`config.mk`:
```
export PLATFORM = sky130hd
export DESIGN_NAME = vectored_interrupt_priority_unit
export DESIGN_NICKNAME = d
export VERILOG_FILES = /design/src/rtl/vip_pkg.sv /design/src/rtl/edge_sense.sv /design/src/rtl/vectored_interrupt_priority_unit.sv
export SDC_FILE = /design/constraint.sdc
export NUM_CORES = 1
export LEC_CHECK = 0
export BUFFER_PORTS_ARGS = -buffer_cell sky130_fd_sc_hd__clkbuf_2
export CAP_MARGIN = 20
export CORE_UTILIZATION = 40
export CTS_CLUSTER_DIAMETER = 50
export CTS_CLUSTER_SIZE = 30
export DETAILED_ROUTE_END_ITERATION = 7
export PLACE_DENSITY = 0.57
export SETUP_SLACK_MARGIN = 0.4
export SYNTH_ARGS = -nofsm -noshare
export SYNTH_HDL_FRONTEND = slang
export SYNTH_HIERARCHICAL = 1
export SYNTH_SLANG_ARGS = --single-unit
```
`constraint.sdc`:
```
create_clock -name mclk_i -period 4.62 [get_ports mclk_i]
set_input_delay 0.231 -clock mclk_i [delete_from_list [all_inputs] [get_ports mclk_i]]
set_output_delay 0.231 -clock mclk_i [all_outputs]
set_load 0.01 [all_outputs]
```
`src/rtl/vip_pkg.sv`:
```
package vip_pkg;

    // Register map of the edge selectors
    localparam logic [15:0] RISE_EDGE_SELECT_ADDR = 16'hFF48;
    localparam logic [15:0] FALL_EDGE_SELECT_ADDR = 16'hFF49;
    // Status word and request flag bytes
    localparam logic [15:0] STATUS_WORD_ADDR = 16'hFF1E;
    localparam logic [15:0] PENDING_LO_ADDR = 16'hFFE0;
    localparam logic [15:0] PENDING_HI_ADDR = 16'hFFE1;
    localparam logic [15:0] BLOCK_LO_ADDR = 16'hFFE4;
    localparam logic [15:0] BLOCK_HI_ADDR = 16'hFFE5;
    localparam logic [15:0] URGENCY_LO_ADDR = 16'hFFE8;
    localparam logic [15:0] URGENCY_HI_ADDR = 16'hFFE9;

    // Edge selector implemented bits: inputs 0 to 3 and 5
    localparam logic [7:0] EDGE_SELECT_MASK = 8'h2F;
    localparam logic [7:0] EDGE_SELECT_RESET = 8'h00;
    localparam int EXT_LINES = 6;

    // Status word layout and reset
    localparam logic [7:0] STATUS_WORD_RESET = 8'h02;
    localparam int GATE_BIT = 7;
    localparam int IN_SERVICE_BIT = 1;

    // Request sources; index is the fixed default priority, 0 highest
    localparam int SOURCES = 16;
    localparam int SRC_W = 4;
    localparam logic [15:0] BLOCK_RESET = 16'hFFFF;
    localparam logic [15:0] URGENCY_RESET = 16'hFFFF;

    // Vector table: two bytes per source from this base
    localparam logic [15:0] VECTOR_BASE = 16'h0004;
    localparam logic [15:0] TRAP_VECTOR = 16'h003E;

    // Acknowledge latency in CPU clocks, request to vector load
    localparam int MIN_CLK_URGENT = 7;
    localparam int MIN_CLK_RELAXED = 8;
    localparam int MAX_CLK_URGENT = 32;
    localparam int MAX_CLK_RELAXED = 33;
    localparam int SEQ_CYCLES = 4;
    localparam logic [2:0] PRE_WAIT_URGENT = 3'(MIN_CLK_URGENT - SEQ_CYCLES);
    localparam logic [2:0] PRE_WAIT_RELAXED =
        3'(MIN_CLK_RELAXED - SEQ_CYCLES);

    // Service sequencer states
    typedef enum logic [2:0] {
        SEQ_IDLE,
        SEQ_PUSH_STATUS,
        SEQ_PUSH_PC_HI,
        SEQ_PUSH_PC_LO,
        SEQ_LOAD_VECTOR
    } seq_state_t;

    // Instruction events from the core, valid with done
    typedef struct packed {
        logic done;         // An instruction completes this cycle
        logic hold;         // It touches status or request flag bytes
        logic gate_open;    // Enable instruction
        logic gate_close;   // Disable instruction
        logic soft_trap;    // Software trap instruction
        logic irq_return;   // Interrupt return instruction
        logic trap_return;  // Trap return instruction
        logic status_pop;   // Status pop instruction
    } core_ops_t;

    // Stack write towards the core
    typedef struct packed {
        logic push;
        logic [7:0] data;
    } stack_wr_t;

endpackage

```
`src/rtl/edge_sense.sv`:
```
`timescale 1ns/1ps
`default_nettype none

// Pin synchroniser and selectable edge detector for one line
module edge_sense
(
    input wire logic mclk_i,
    input wire logic rst_n_i,
    input wire logic pin_i,
    input wire logic rise_sel_i,
    input wire logic fall_sel_i,
    output logic hit_o
);

    logic meta;    // First stage, read only by the second
    logic sync;    // Synchronised level
    logic prev;    // Level one cycle earlier

    // Two-stage synchroniser plus history
    always_ff @(posedge mclk_i)
    begin
        if (!rst_n_i)
        begin
            meta <= 1'b0;
            sync <= 1'b0;
            prev <= 1'b0;
        end
        else
        begin
            meta <= pin_i;
            sync <= meta;
            prev <= sync;
        end
    end

    // Both selects clear means no detection at all
    assign hit_o = (sync & ~prev & rise_sel_i)
                 | (~sync & prev & fall_sel_i);

endmodule

`default_nettype wire

```
`src/rtl/vectored_interrupt_priority_unit.sv`:
```
// How it works
// - Rise/fall select pair picks detected edge
// - Select bits 0-3 and 5; others zero
// - Reset clears both edge selectors
// - Reset sets in-service bit, gate closed
// - Gate bit set/cleared by ops, writes
// - Eligible when pending set and unblocked
// - Gate needed; low urgency waits on in-service
// - Urgent service 7 to 32 clocks
// - Relaxed service 8 to 33 clocks
// - Urgency first, then default priority
// - Untaken requests stay pending
// - Ack pushes status, PC; loads vector
// - Returns and pop restore status word
// - Trap always taken, fixed vector
// - Nest equal or higher urgency only
// - Nesting table per in-service and trap
// - Urgency 0 is the higher level
// - In-service bit 0 during urgent service
// - One program instruction after return
// - Ack clears the source pending bit
// - Hold instructions defer one instruction
//
// The strobed register port was chosen for this implementation.
`timescale 1ns/1ps
`default_nettype none

module vectored_interrupt_priority_unit
    import vip_pkg::*;
(
    input wire logic mclk_i,
    input wire logic rst_n_i,
    // Register port
    input wire logic [15:0] addr_i,
    input wire logic [7:0] wdata_i,
    input wire logic wr_i,
    input wire logic rd_i,
    output logic [7:0] rdata_o,
    // Request sources
    input wire logic [EXT_LINES-1:0] ext_irq_line_i,
    input wire logic [SOURCES-1:0] periph_req_i,
    // Core sequencer
    input wire core_ops_t ops_i,
    input wire logic [7:0] restore_data_i,
    input wire logic status_bit_wr_i,
    input wire logic [2:0] status_bit_idx_i,
    input wire logic status_bit_val_i,
    input wire logic [15:0] pc_i,
    output stack_wr_t stack_o,
    output logic vector_load_o,
    output logic [15:0] vector_addr_o,
    output logic busy_o,
    output logic [7:0] status_word_o
);

    logic [7:0] rise_edge_select;     // Rising edge enables
    logic [7:0] fall_edge_select;     // Falling edge enables
    logic [7:0] status_word;          // Gate and in-service bits live here
    logic [SOURCES-1:0] pending;      // Request pending bits
    logic [SOURCES-1:0] req_block;    // Request block bits
    logic [SOURCES-1:0] urgency;      // Urgency bits, 0 is urgent
    logic [EXT_LINES-1:0] ext_hit;    // Selected edge seen this cycle
    logic [SOURCES-1:0] set_req;      // All request events
    logic [SOURCES-1:0] next_pending; // Pending bits before new events
    logic in_trap;                    // Inside a software trap handler
    seq_state_t state;                // Service sequencer
    seq_state_t next_state;
    logic [15:0] next_vector;         // Vector chosen at acknowledge
    logic [15:0] saved_pc;            // Return address to push
    logic [7:0] saved_status;         // Status to push
    logic [2:0] wait_cnt;             // Clocks the winner has waited
    logic [SRC_W-1:0] last_win;       // Winner in the previous cycle
    logic win_valid;                  // A request can be taken
    logic [SRC_W-1:0] win_idx;        // Index of that request
    logic win_urg;                    // Its urgency bit
    logic ack;                        // Maskable acknowledge now
    logic trap_ack;                   // Software trap taken now
    logic boundary_ok;                // Boundary where ack is allowed
    logic gate;
    logic in_service;

    assign gate = status_word[GATE_BIT];
    assign in_service = status_word[IN_SERVICE_BIT];

    // One detector per external line; line 4 has no pin function
    genvar g;
    generate
        for (g = 0; g < EXT_LINES; g++)
        begin : g_ext
            edge_sense u_edge
            (
                .mclk_i(mclk_i),
                .rst_n_i(rst_n_i),
                .pin_i(ext_irq_line_i[g]),
                .rise_sel_i(rise_edge_select[g]),
                .fall_sel_i(fall_edge_select[g]),
                .hit_o(ext_hit[g])
            );
        end
    endgenerate

    // External line n feeds source n; peripherals feed any source
    assign set_req = periph_req_i
                   | {{(SOURCES-EXT_LINES){1'b0}}, ext_hit};

    // Edge selectors; unimplemented bits can never be written
    always_ff @(posedge mclk_i)
    begin
        if (!rst_n_i)
        begin
            rise_edge_select <= EDGE_SELECT_RESET;
            fall_edge_select <= EDGE_SELECT_RESET;
        end
        else if (wr_i && addr_i == RISE_EDGE_SELECT_ADDR)
            rise_edge_select <= wdata_i & EDGE_SELECT_MASK;
        else if (wr_i && addr_i == FALL_EDGE_SELECT_ADDR)
            fall_edge_select <= wdata_i & EDGE_SELECT_MASK;
    end

    // Winner search: urgent level first, then lowest index
    always_comb
    begin
        logic found;
        logic allow_relaxed;
        found = 1'b0;
        allow_relaxed = in_service | in_trap;
        win_idx = '0;
        win_urg = 1'b0;
        for (int i = SOURCES - 1; i >= 0; i--)
        begin
            // Eligible only when pending and not blocked
            if (pending[i] && !req_block[i] && !urgency[i])
            begin
                found = 1'b1;
                win_idx = SRC_W'(i);
                win_urg = 1'b0;
            end
        end
        // Relaxed requests only when nothing urgent waits
        if (!found && allow_relaxed)
        begin
            for (int i = SOURCES - 1; i >= 0; i--)
            begin
                if (pending[i] && !req_block[i] && urgency[i])
                begin
                    found = 1'b1;
                    win_idx = SRC_W'(i);
                    win_urg = 1'b1;
                end
            end
        end
        win_valid = found;
    end

    // Age of the current winner, restarted when the winner changes
    always_ff @(posedge mclk_i)
    begin
        if (!rst_n_i)
        begin
            wait_cnt <= '0;
            last_win <= '0;
        end
        else
        begin
            last_win <= win_idx;
            if (!win_valid || win_idx != last_win)
                wait_cnt <= '0;
            else if (wait_cnt != 3'h7)
                wait_cnt <= wait_cnt + 3'h1;
        end
    end

    // A hold instruction's own boundary never acknowledges
    assign boundary_ok = ops_i.done && state == SEQ_IDLE
                       && !ops_i.hold && !ops_i.gate_open
                       && !ops_i.gate_close && !ops_i.irq_return
                       && !ops_i.trap_return
                       && !ops_i.status_pop;
    assign trap_ack = ops_i.done && ops_i.soft_trap
                    && state == SEQ_IDLE;
    // Minimum wait keeps the latency floor
    assign ack = boundary_ok && !ops_i.soft_trap && gate && win_valid
               && wait_cnt >= (win_urg ? PRE_WAIT_RELAXED
                                       : PRE_WAIT_URGENT);

    // Pending bits after software writes and the acknowledge clear
    always_comb
    begin
        next_pending = pending;
        if (wr_i && addr_i == PENDING_LO_ADDR)
            next_pending[7:0] = wdata_i;
        if (wr_i && addr_i == PENDING_HI_ADDR)
            next_pending[15:8] = wdata_i;
        if (ack)
            next_pending[win_idx] = 1'b0;
    end

    // A new event beats any clear in the same cycle
    always_ff @(posedge mclk_i)
    begin
        if (!rst_n_i)
            pending <= '0;
        else
            pending <= next_pending | set_req;
    end

    // Block and urgency bytes, written whole by software
    always_ff @(posedge mclk_i)
    begin
        if (!rst_n_i)
        begin
            req_block <= BLOCK_RESET;
            urgency <= URGENCY_RESET;
        end
        else if (wr_i)
        begin
            unique case (addr_i)
                BLOCK_LO_ADDR: req_block[7:0] <= wdata_i;
                BLOCK_HI_ADDR: req_block[15:8] <= wdata_i;
                URGENCY_LO_ADDR: urgency[7:0] <= wdata_i;
                URGENCY_HI_ADDR: urgency[15:8] <= wdata_i;
                default: ;
            endcase
        end
    end

    // Status word: acknowledge has the last say in its cycle
    always_ff @(posedge mclk_i)
    begin
        if (!rst_n_i)
            status_word <= STATUS_WORD_RESET;
        else if (ack)
        begin
            status_word[GATE_BIT] <= 1'b0;
            status_word[IN_SERVICE_BIT] <= win_urg;
        end
        else if (trap_ack)
            status_word[GATE_BIT] <= 1'b0;
        else if (ops_i.done && (ops_i.irq_return || ops_i.trap_return
                                || ops_i.status_pop))
            status_word <= restore_data_i;
        else if (ops_i.done && ops_i.gate_open)
            status_word[GATE_BIT] <= 1'b1;
        else if (ops_i.done && ops_i.gate_close)
            status_word[GATE_BIT] <= 1'b0;
        else if (status_bit_wr_i)
            status_word[status_bit_idx_i] <= status_bit_val_i;
        else if (wr_i && addr_i == STATUS_WORD_ADDR)
            status_word <= wdata_i;
    end

    // Trap context; a single level, the handler leaves by trap return
    always_ff @(posedge mclk_i)
    begin
        if (!rst_n_i)
            in_trap <= 1'b0;
        else if (trap_ack)
            in_trap <= 1'b1;
        else if (ops_i.done && ops_i.trap_return)
            in_trap <= 1'b0;
    end

    // Capture what the sequence pushes and where it jumps
    always_ff @(posedge mclk_i)
    begin
        if (!rst_n_i)
        begin
            saved_pc <= '0;
            saved_status <= '0;
            next_vector <= '0;
        end
        else if (ack || trap_ack)
        begin
            saved_pc <= pc_i;
            saved_status <= status_word;
            next_vector <= trap_ack ? TRAP_VECTOR
                         : VECTOR_BASE + {11'h000, win_idx, 1'b0};
        end
    end

    // Sequencer: status, PC high, PC low, then vector
    always_comb
    begin
        next_state = state;
        unique case (state)
            SEQ_IDLE:
                if (ack || trap_ack)
                    next_state = SEQ_PUSH_STATUS;
            SEQ_PUSH_STATUS: next_state = SEQ_PUSH_PC_HI;
            SEQ_PUSH_PC_HI: next_state = SEQ_PUSH_PC_LO;
            SEQ_PUSH_PC_LO: next_state = SEQ_LOAD_VECTOR;
            SEQ_LOAD_VECTOR: next_state = SEQ_IDLE;
        endcase
    end

    // State register
    always_ff @(posedge mclk_i)
    begin
        if (!rst_n_i)
            state <= SEQ_IDLE;
        else
            state <= next_state;
    end

    // Stack and vector outputs, registered from the current state
    always_ff @(posedge mclk_i)
    begin
        if (!rst_n_i)
        begin
            stack_o <= '0;
            vector_load_o <= 1'b0;
            vector_addr_o <= '0;
        end
        else
        begin
            stack_o.push <= 1'b0;
            vector_load_o <= 1'b0;
            unique case (state)
                SEQ_PUSH_STATUS:
                begin
                    stack_o.push <= 1'b1;
                    stack_o.data <= saved_status;
                end
                SEQ_PUSH_PC_HI:
                begin
                    stack_o.push <= 1'b1;
                    stack_o.data <= saved_pc[15:8];
                end
                SEQ_PUSH_PC_LO:
                begin
                    stack_o.push <= 1'b1;
                    stack_o.data <= saved_pc[7:0];
                end
                default: ;
            endcase
            // Jump only once the whole frame is on the stack
            if (state == SEQ_LOAD_VECTOR)
            begin
                vector_load_o <= 1'b1;
                vector_addr_o <= next_vector;
            end
        end
    end

    // Core stalls while the sequence runs
    assign busy_o = state != SEQ_IDLE;
    // Status push instruction stores this value
    assign status_word_o = status_word;

    // Read data, one cycle after the strobe, zero when unmapped
    always_ff @(posedge mclk_i)
    begin
        if (!rst_n_i)
            rdata_o <= '0;
        else if (rd_i)
        begin
            unique case (addr_i)
                RISE_EDGE_SELECT_ADDR: rdata_o <= rise_edge_select;
                FALL_EDGE_SELECT_ADDR: rdata_o <= fall_edge_select;
                STATUS_WORD_ADDR: rdata_o <= status_word;
                PENDING_LO_ADDR: rdata_o <= pending[7:0];
                PENDING_HI_ADDR: rdata_o <= pending[15:8];
                BLOCK_LO_ADDR: rdata_o <= req_block[7:0];
                BLOCK_HI_ADDR: rdata_o <= req_block[15:8];
                URGENCY_LO_ADDR: rdata_o <= urgency[7:0];
                URGENCY_HI_ADDR: rdata_o <= urgency[15:8];
                default: rdata_o <= '0;
            endcase
        end
    end

    chk_edge_reserved_zero: assert property (
        @(posedge mclk_i) disable iff (!rst_n_i)
        ((rise_edge_select | fall_edge_select) & ~EDGE_SELECT_MASK) == 8'h00)
        else $error("edge select reserved bit set");

    chk_reset_status_value: assert property (
        @(posedge mclk_i) !rst_n_i |=> status_word == STATUS_WORD_RESET)
        else $error("status word wrong after reset");

    chk_ack_needs_gate: assert property (
        @(posedge mclk_i) disable iff (!rst_n_i)
        ack |-> gate && (!win_urg || in_service || in_trap))
        else $error("acknowledge without permission");

    chk_ack_closes_gate: assert property (
        @(posedge mclk_i) disable iff (!rst_n_i)
        ack |=> !gate && in_service == $past(win_urg))
        else $error("acknowledge did not update status");

    chk_trap_vector_load: assert property (
        @(posedge mclk_i) disable iff (!rst_n_i)
        trap_ack |-> ##5 vector_load_o && vector_addr_o == TRAP_VECTOR)
        else $error("trap vector not loaded");

    chk_hold_defers_ack: assert property (
        @(posedge mclk_i) disable iff (!rst_n_i)
        ops_i.done && (ops_i.hold || ops_i.gate_open) |-> !ack)
        else $error("acknowledge on hold boundary");

    chk_min_wait_floor: assert property (
        @(posedge mclk_i) disable iff (!rst_n_i)
        ack && !win_urg |-> $past(win_valid, 3) && wait_cnt >= 3'h3)
        else $error("urgent request taken too early");

    chk_ack_clears_pending: assert property (
        @(posedge mclk_i) disable iff (!rst_n_i)
        ack && !set_req[win_idx] |=> !pending[$past(win_idx)])
        else $error("pending bit kept after acknowledge");

    chk_push_sequence: assert property (
        @(posedge mclk_i) disable iff (!rst_n_i)
        ack |-> ##2 stack_o.push [*3] ##1 vector_load_o && !stack_o.push)
        else $error("push sequence broken");

endmodule

`default_nettype wire

```
==> flow_metrics.tcl <==
set metrics [dict create \
    final.setup.tns_ns 0 \
    worst_ep_required_time_ns 4.91 \
    stdcell_count 1232 \
    hold_ws_ns 0.0171 \
    grt_most_used_layer "met2" \
    cp_cell_sequence "nor3b_1 > nor4_1 > nand2_1 > nor3_1 > nand2_1 > ha_1 > o21a_1 > a21oi_1 > nor4_1 > a22o_1 > nand2_1 > nor2_1 > a31oi_1" \
    worst-setup-path-type "flop to flop" \
    grt_pass1_vias 6369 \
    setup_viol 0 \
    grt_use_met3_pct 4.85 \
    hpwlAfterDp_um 16800 \
    insertedDiodeCount 0 \
    hp-class "primary input to flop" \
    layout-drive-gt1-share_pct 22.6 \
    pin_count 130 \
    track_usage_pct 24.2 \
    grt-ovfl-total 0 \
    start_kind "flop" \
    viasPerCell 5.60 \
    seq_area_frac_synth_pct 39.0 \
    worst_pin_slew_ns 0.904 \
    place_congestion 0.953 \
    postSynthCellCount 885 \
    dr.pass1.iters 5 \
    maxCapViolCount 0 \
    hold_viol_final 0 \
    ir_drop_mv 0.288 \
    drt-total-wl_um 23400 \
    layout_common_cells "147 x dfxtp_1, 122 x nand2_1, 118 x clkbuf_2, 60 x a21oi_1, 58 x nor2_1" \
    critPathCaptureType "flop" \
    clock_sinks 147 \
    max_slew_margin_pct 38.8 \
    drv_slew 0 \
    outcome "completed" \
    final_common_cell "dfxtp_1" \
    coreArea_mm2 0.0182 \
    synth_async_sr_flop_share_pct 0 \
    cp_max_fo 5 \
    dp.cells 1194 \
    ys_seq_elements 147 \
    drtIter0Drc 512 \
    grt_pass1_wl_um 36000 \
    area_growth_pct 18.5 \
    fp.dieArea_mm2 0.0194 \
    p_leak_nw 4.00 \
    power_density_mw_per_mm2 381 \
    antenna_found_initial 0 \
    syn_area_mm2 0.00755 \
    path_common_cell "nand2_1" \
    fin_util_pct 49.1 \
    routedWlPerCell_um 19.0 \
    portBuffers 118 \
    min_period_ns 3.93 \
    p_total_mw 3.41 \
    grt_setup_unrepaired "no" \
    multiInputGateArea_mm2 0.00433 \
    root_buffer "clkbuf_16" \
    grt_use_met1_pct 32.2 \
    die_h_um 139 \
    netlist_top_cells_area "dfxtp_1 39%, mux2i_1 7.4%, nand2_1 6.1%" \
    nets 1083 \
    vias 6897 \
    synth_edf_count 0 \
    postRouteAntennaNets 0 \
    die_x_um 139 \
    avgSynthCellArea_um2 8.53 \
    ctsHtreeMaxLevel 4 \
    period_share_pct 85.1 \
    yosysTopAreaCell "dfxtp_1" \
    yosysTopAreaCellShare_pct 39.0 \
    clkLatencyLatePin_ns 0.43 \
    seq_area_mm2 0.00294 \
    clock_path_buffers 2 \
    cts_tree "done" \
    yosys_warnings 6 \
    max_clock_freq_mhz 254 \
    start_util_pct 41.4 \
    skew_ns 0.00614 \
    reg2reg_setup_slack_ns 0.69 \
    ys.flop_type "dfxtp_1" \
    fillers 1779 \
    numCtsBuffers 17 \
    critPathMaxStageDelay_ns 0.56 \
    placementRows 49 \
    netlist-cell-type-count 84 \
    worstPathArrival_ns 4.22 \
    crit_slowest_cell "nor4_1" \
    drc 0 \
    clk_pin_slew_ns 0.07 \
    grt_max_degree 65 \
    grt_use_met2_pct 38.2 \
]
logic make-up (layout without fill, tap and decap cells):
kind of cell               after synthesis  count (layout)  synth area share [%]
adders and majority gates                6               6                 0.995
other                                    1              13                0.0497
DFF                                    147             147                  39.0
and+or+nand+nor                        391             391                  28.1
xor gates and xnor gates                 6               6                 0.696
buffers and inverters                   76             182                  4.72
AOI/OAI and AO/OA                      187             187                  16.7
muxes                                   71              71                  9.67
layout make-up:
| type | count | area share [%] |
|---|---|---|
| inverters | 18 | 0.756 |
| repair buffers | 132 | 7.95 |
| clock buffers | 18 | 4.91 |
| clock inverters | 14 | 1.85 |
| multi-input cells | 674 | 48.4 |
| flip-flops and latches | 147 | 32.9 |
| well taps | 229 | 3.20 |
sequential cells by signal, summed over array words and instances, names as in the netlist, 3 cells and up:
| register | cells |
|---|---|
| fall_edge_select | 5 |
| g_ext.u_edge/meta | 6 |
| g_ext.u_edge/prev | 6 |
| g_ext.u_edge/sync | 6 |
| last_win | 4 |
| next_vector | 5 |
| pending | 16 |
| rdata_o | 8 |
| req_block | 16 |
| rise_edge_select | 5 |
| saved_pc | 16 |
| saved_status | 8 |
| stack_o | 9 |
| state | 3 |
| status_word_o | 8 |
| urgency | 16 |
| vector_addr_o | 5 |
| wait_cnt | 3 |
worst paths after layout:
path,cells past startpoint,end,from
worst min-delay path,3,saved_pc[13],pc_i[13]
worst max-delay path,13,pending[8],urgency[15]
worst max register to register,13,pending[8],urgency[15]
worst min register to register,1,g_ext[0].u_edge/sync,g_ext[0].u_edge/meta
worst max-delay path, delay by kind of cell, from the launching register on:
family                   cells  cell delay, ns
AO/OA/AOI/OAI                4            0.68
adder cells (fa/ha/maj)      1            0.30
flip-flops                   1            0.45
AND/OR/NAND/NOR              8            2.35
repair_timing:
| action | CTS | global route |
|---|---|---|
| gates resized for setup | 0 | 5 |
| setup buffers | 0 | 0 |
| endpoints found under the hold margin | 6 | 0 |
| hold buffers | 6 | 0 |
| endpoints found under the setup margin | 0 | 39 |
synth_stat cells (6+ instances only):
cell        n
inv_1      17
o22ai_1     7
nand3_1    54
dfxtp_1   147
o21ai_0    31
ha_1        6
and2_1     20
mux2_2     14
nand2b_1    6
buf_4      11
o21ai_2     6
nor4_1     10
nor3b_1    23
and2_2      6
clkbuf_1   31
a31oi_1    15
nor2_1     58
a311oi_1    7
nand3b_1   17
and3b_1     9
nor3_1     11
mux2i_1    56
buf_2      11
or3_1       6
o221a_2     8
a21oi_1    61
nor2b_1    10
nand2_1   122
per-stage QoR:
stage               setup slack [ns]  area [um^2]
floorplan                       1.18         7590
global placement               0.705         8240
detailed placement             0.657         8240
CTS                            0.659         8910
global route                   0.489         8940
finish                         0.690         8940
where the power goes:
group	internal [mW]	total [mW]	switching (mW)
logic	0.228	0.517	0.289
registers	1.36	1.45	0.0955
clock network	0.828	1.44	0.613
routing by layer:
metal | part of all wire, % | wire length, um
met4 | 2.4 | 554
met2 | 46 | 10800
met3 | 5.4 | 1260
met5 | 0 | 0
met1 | 46 | 10800
Note: power is estimated with default switching activity, not from simulation.
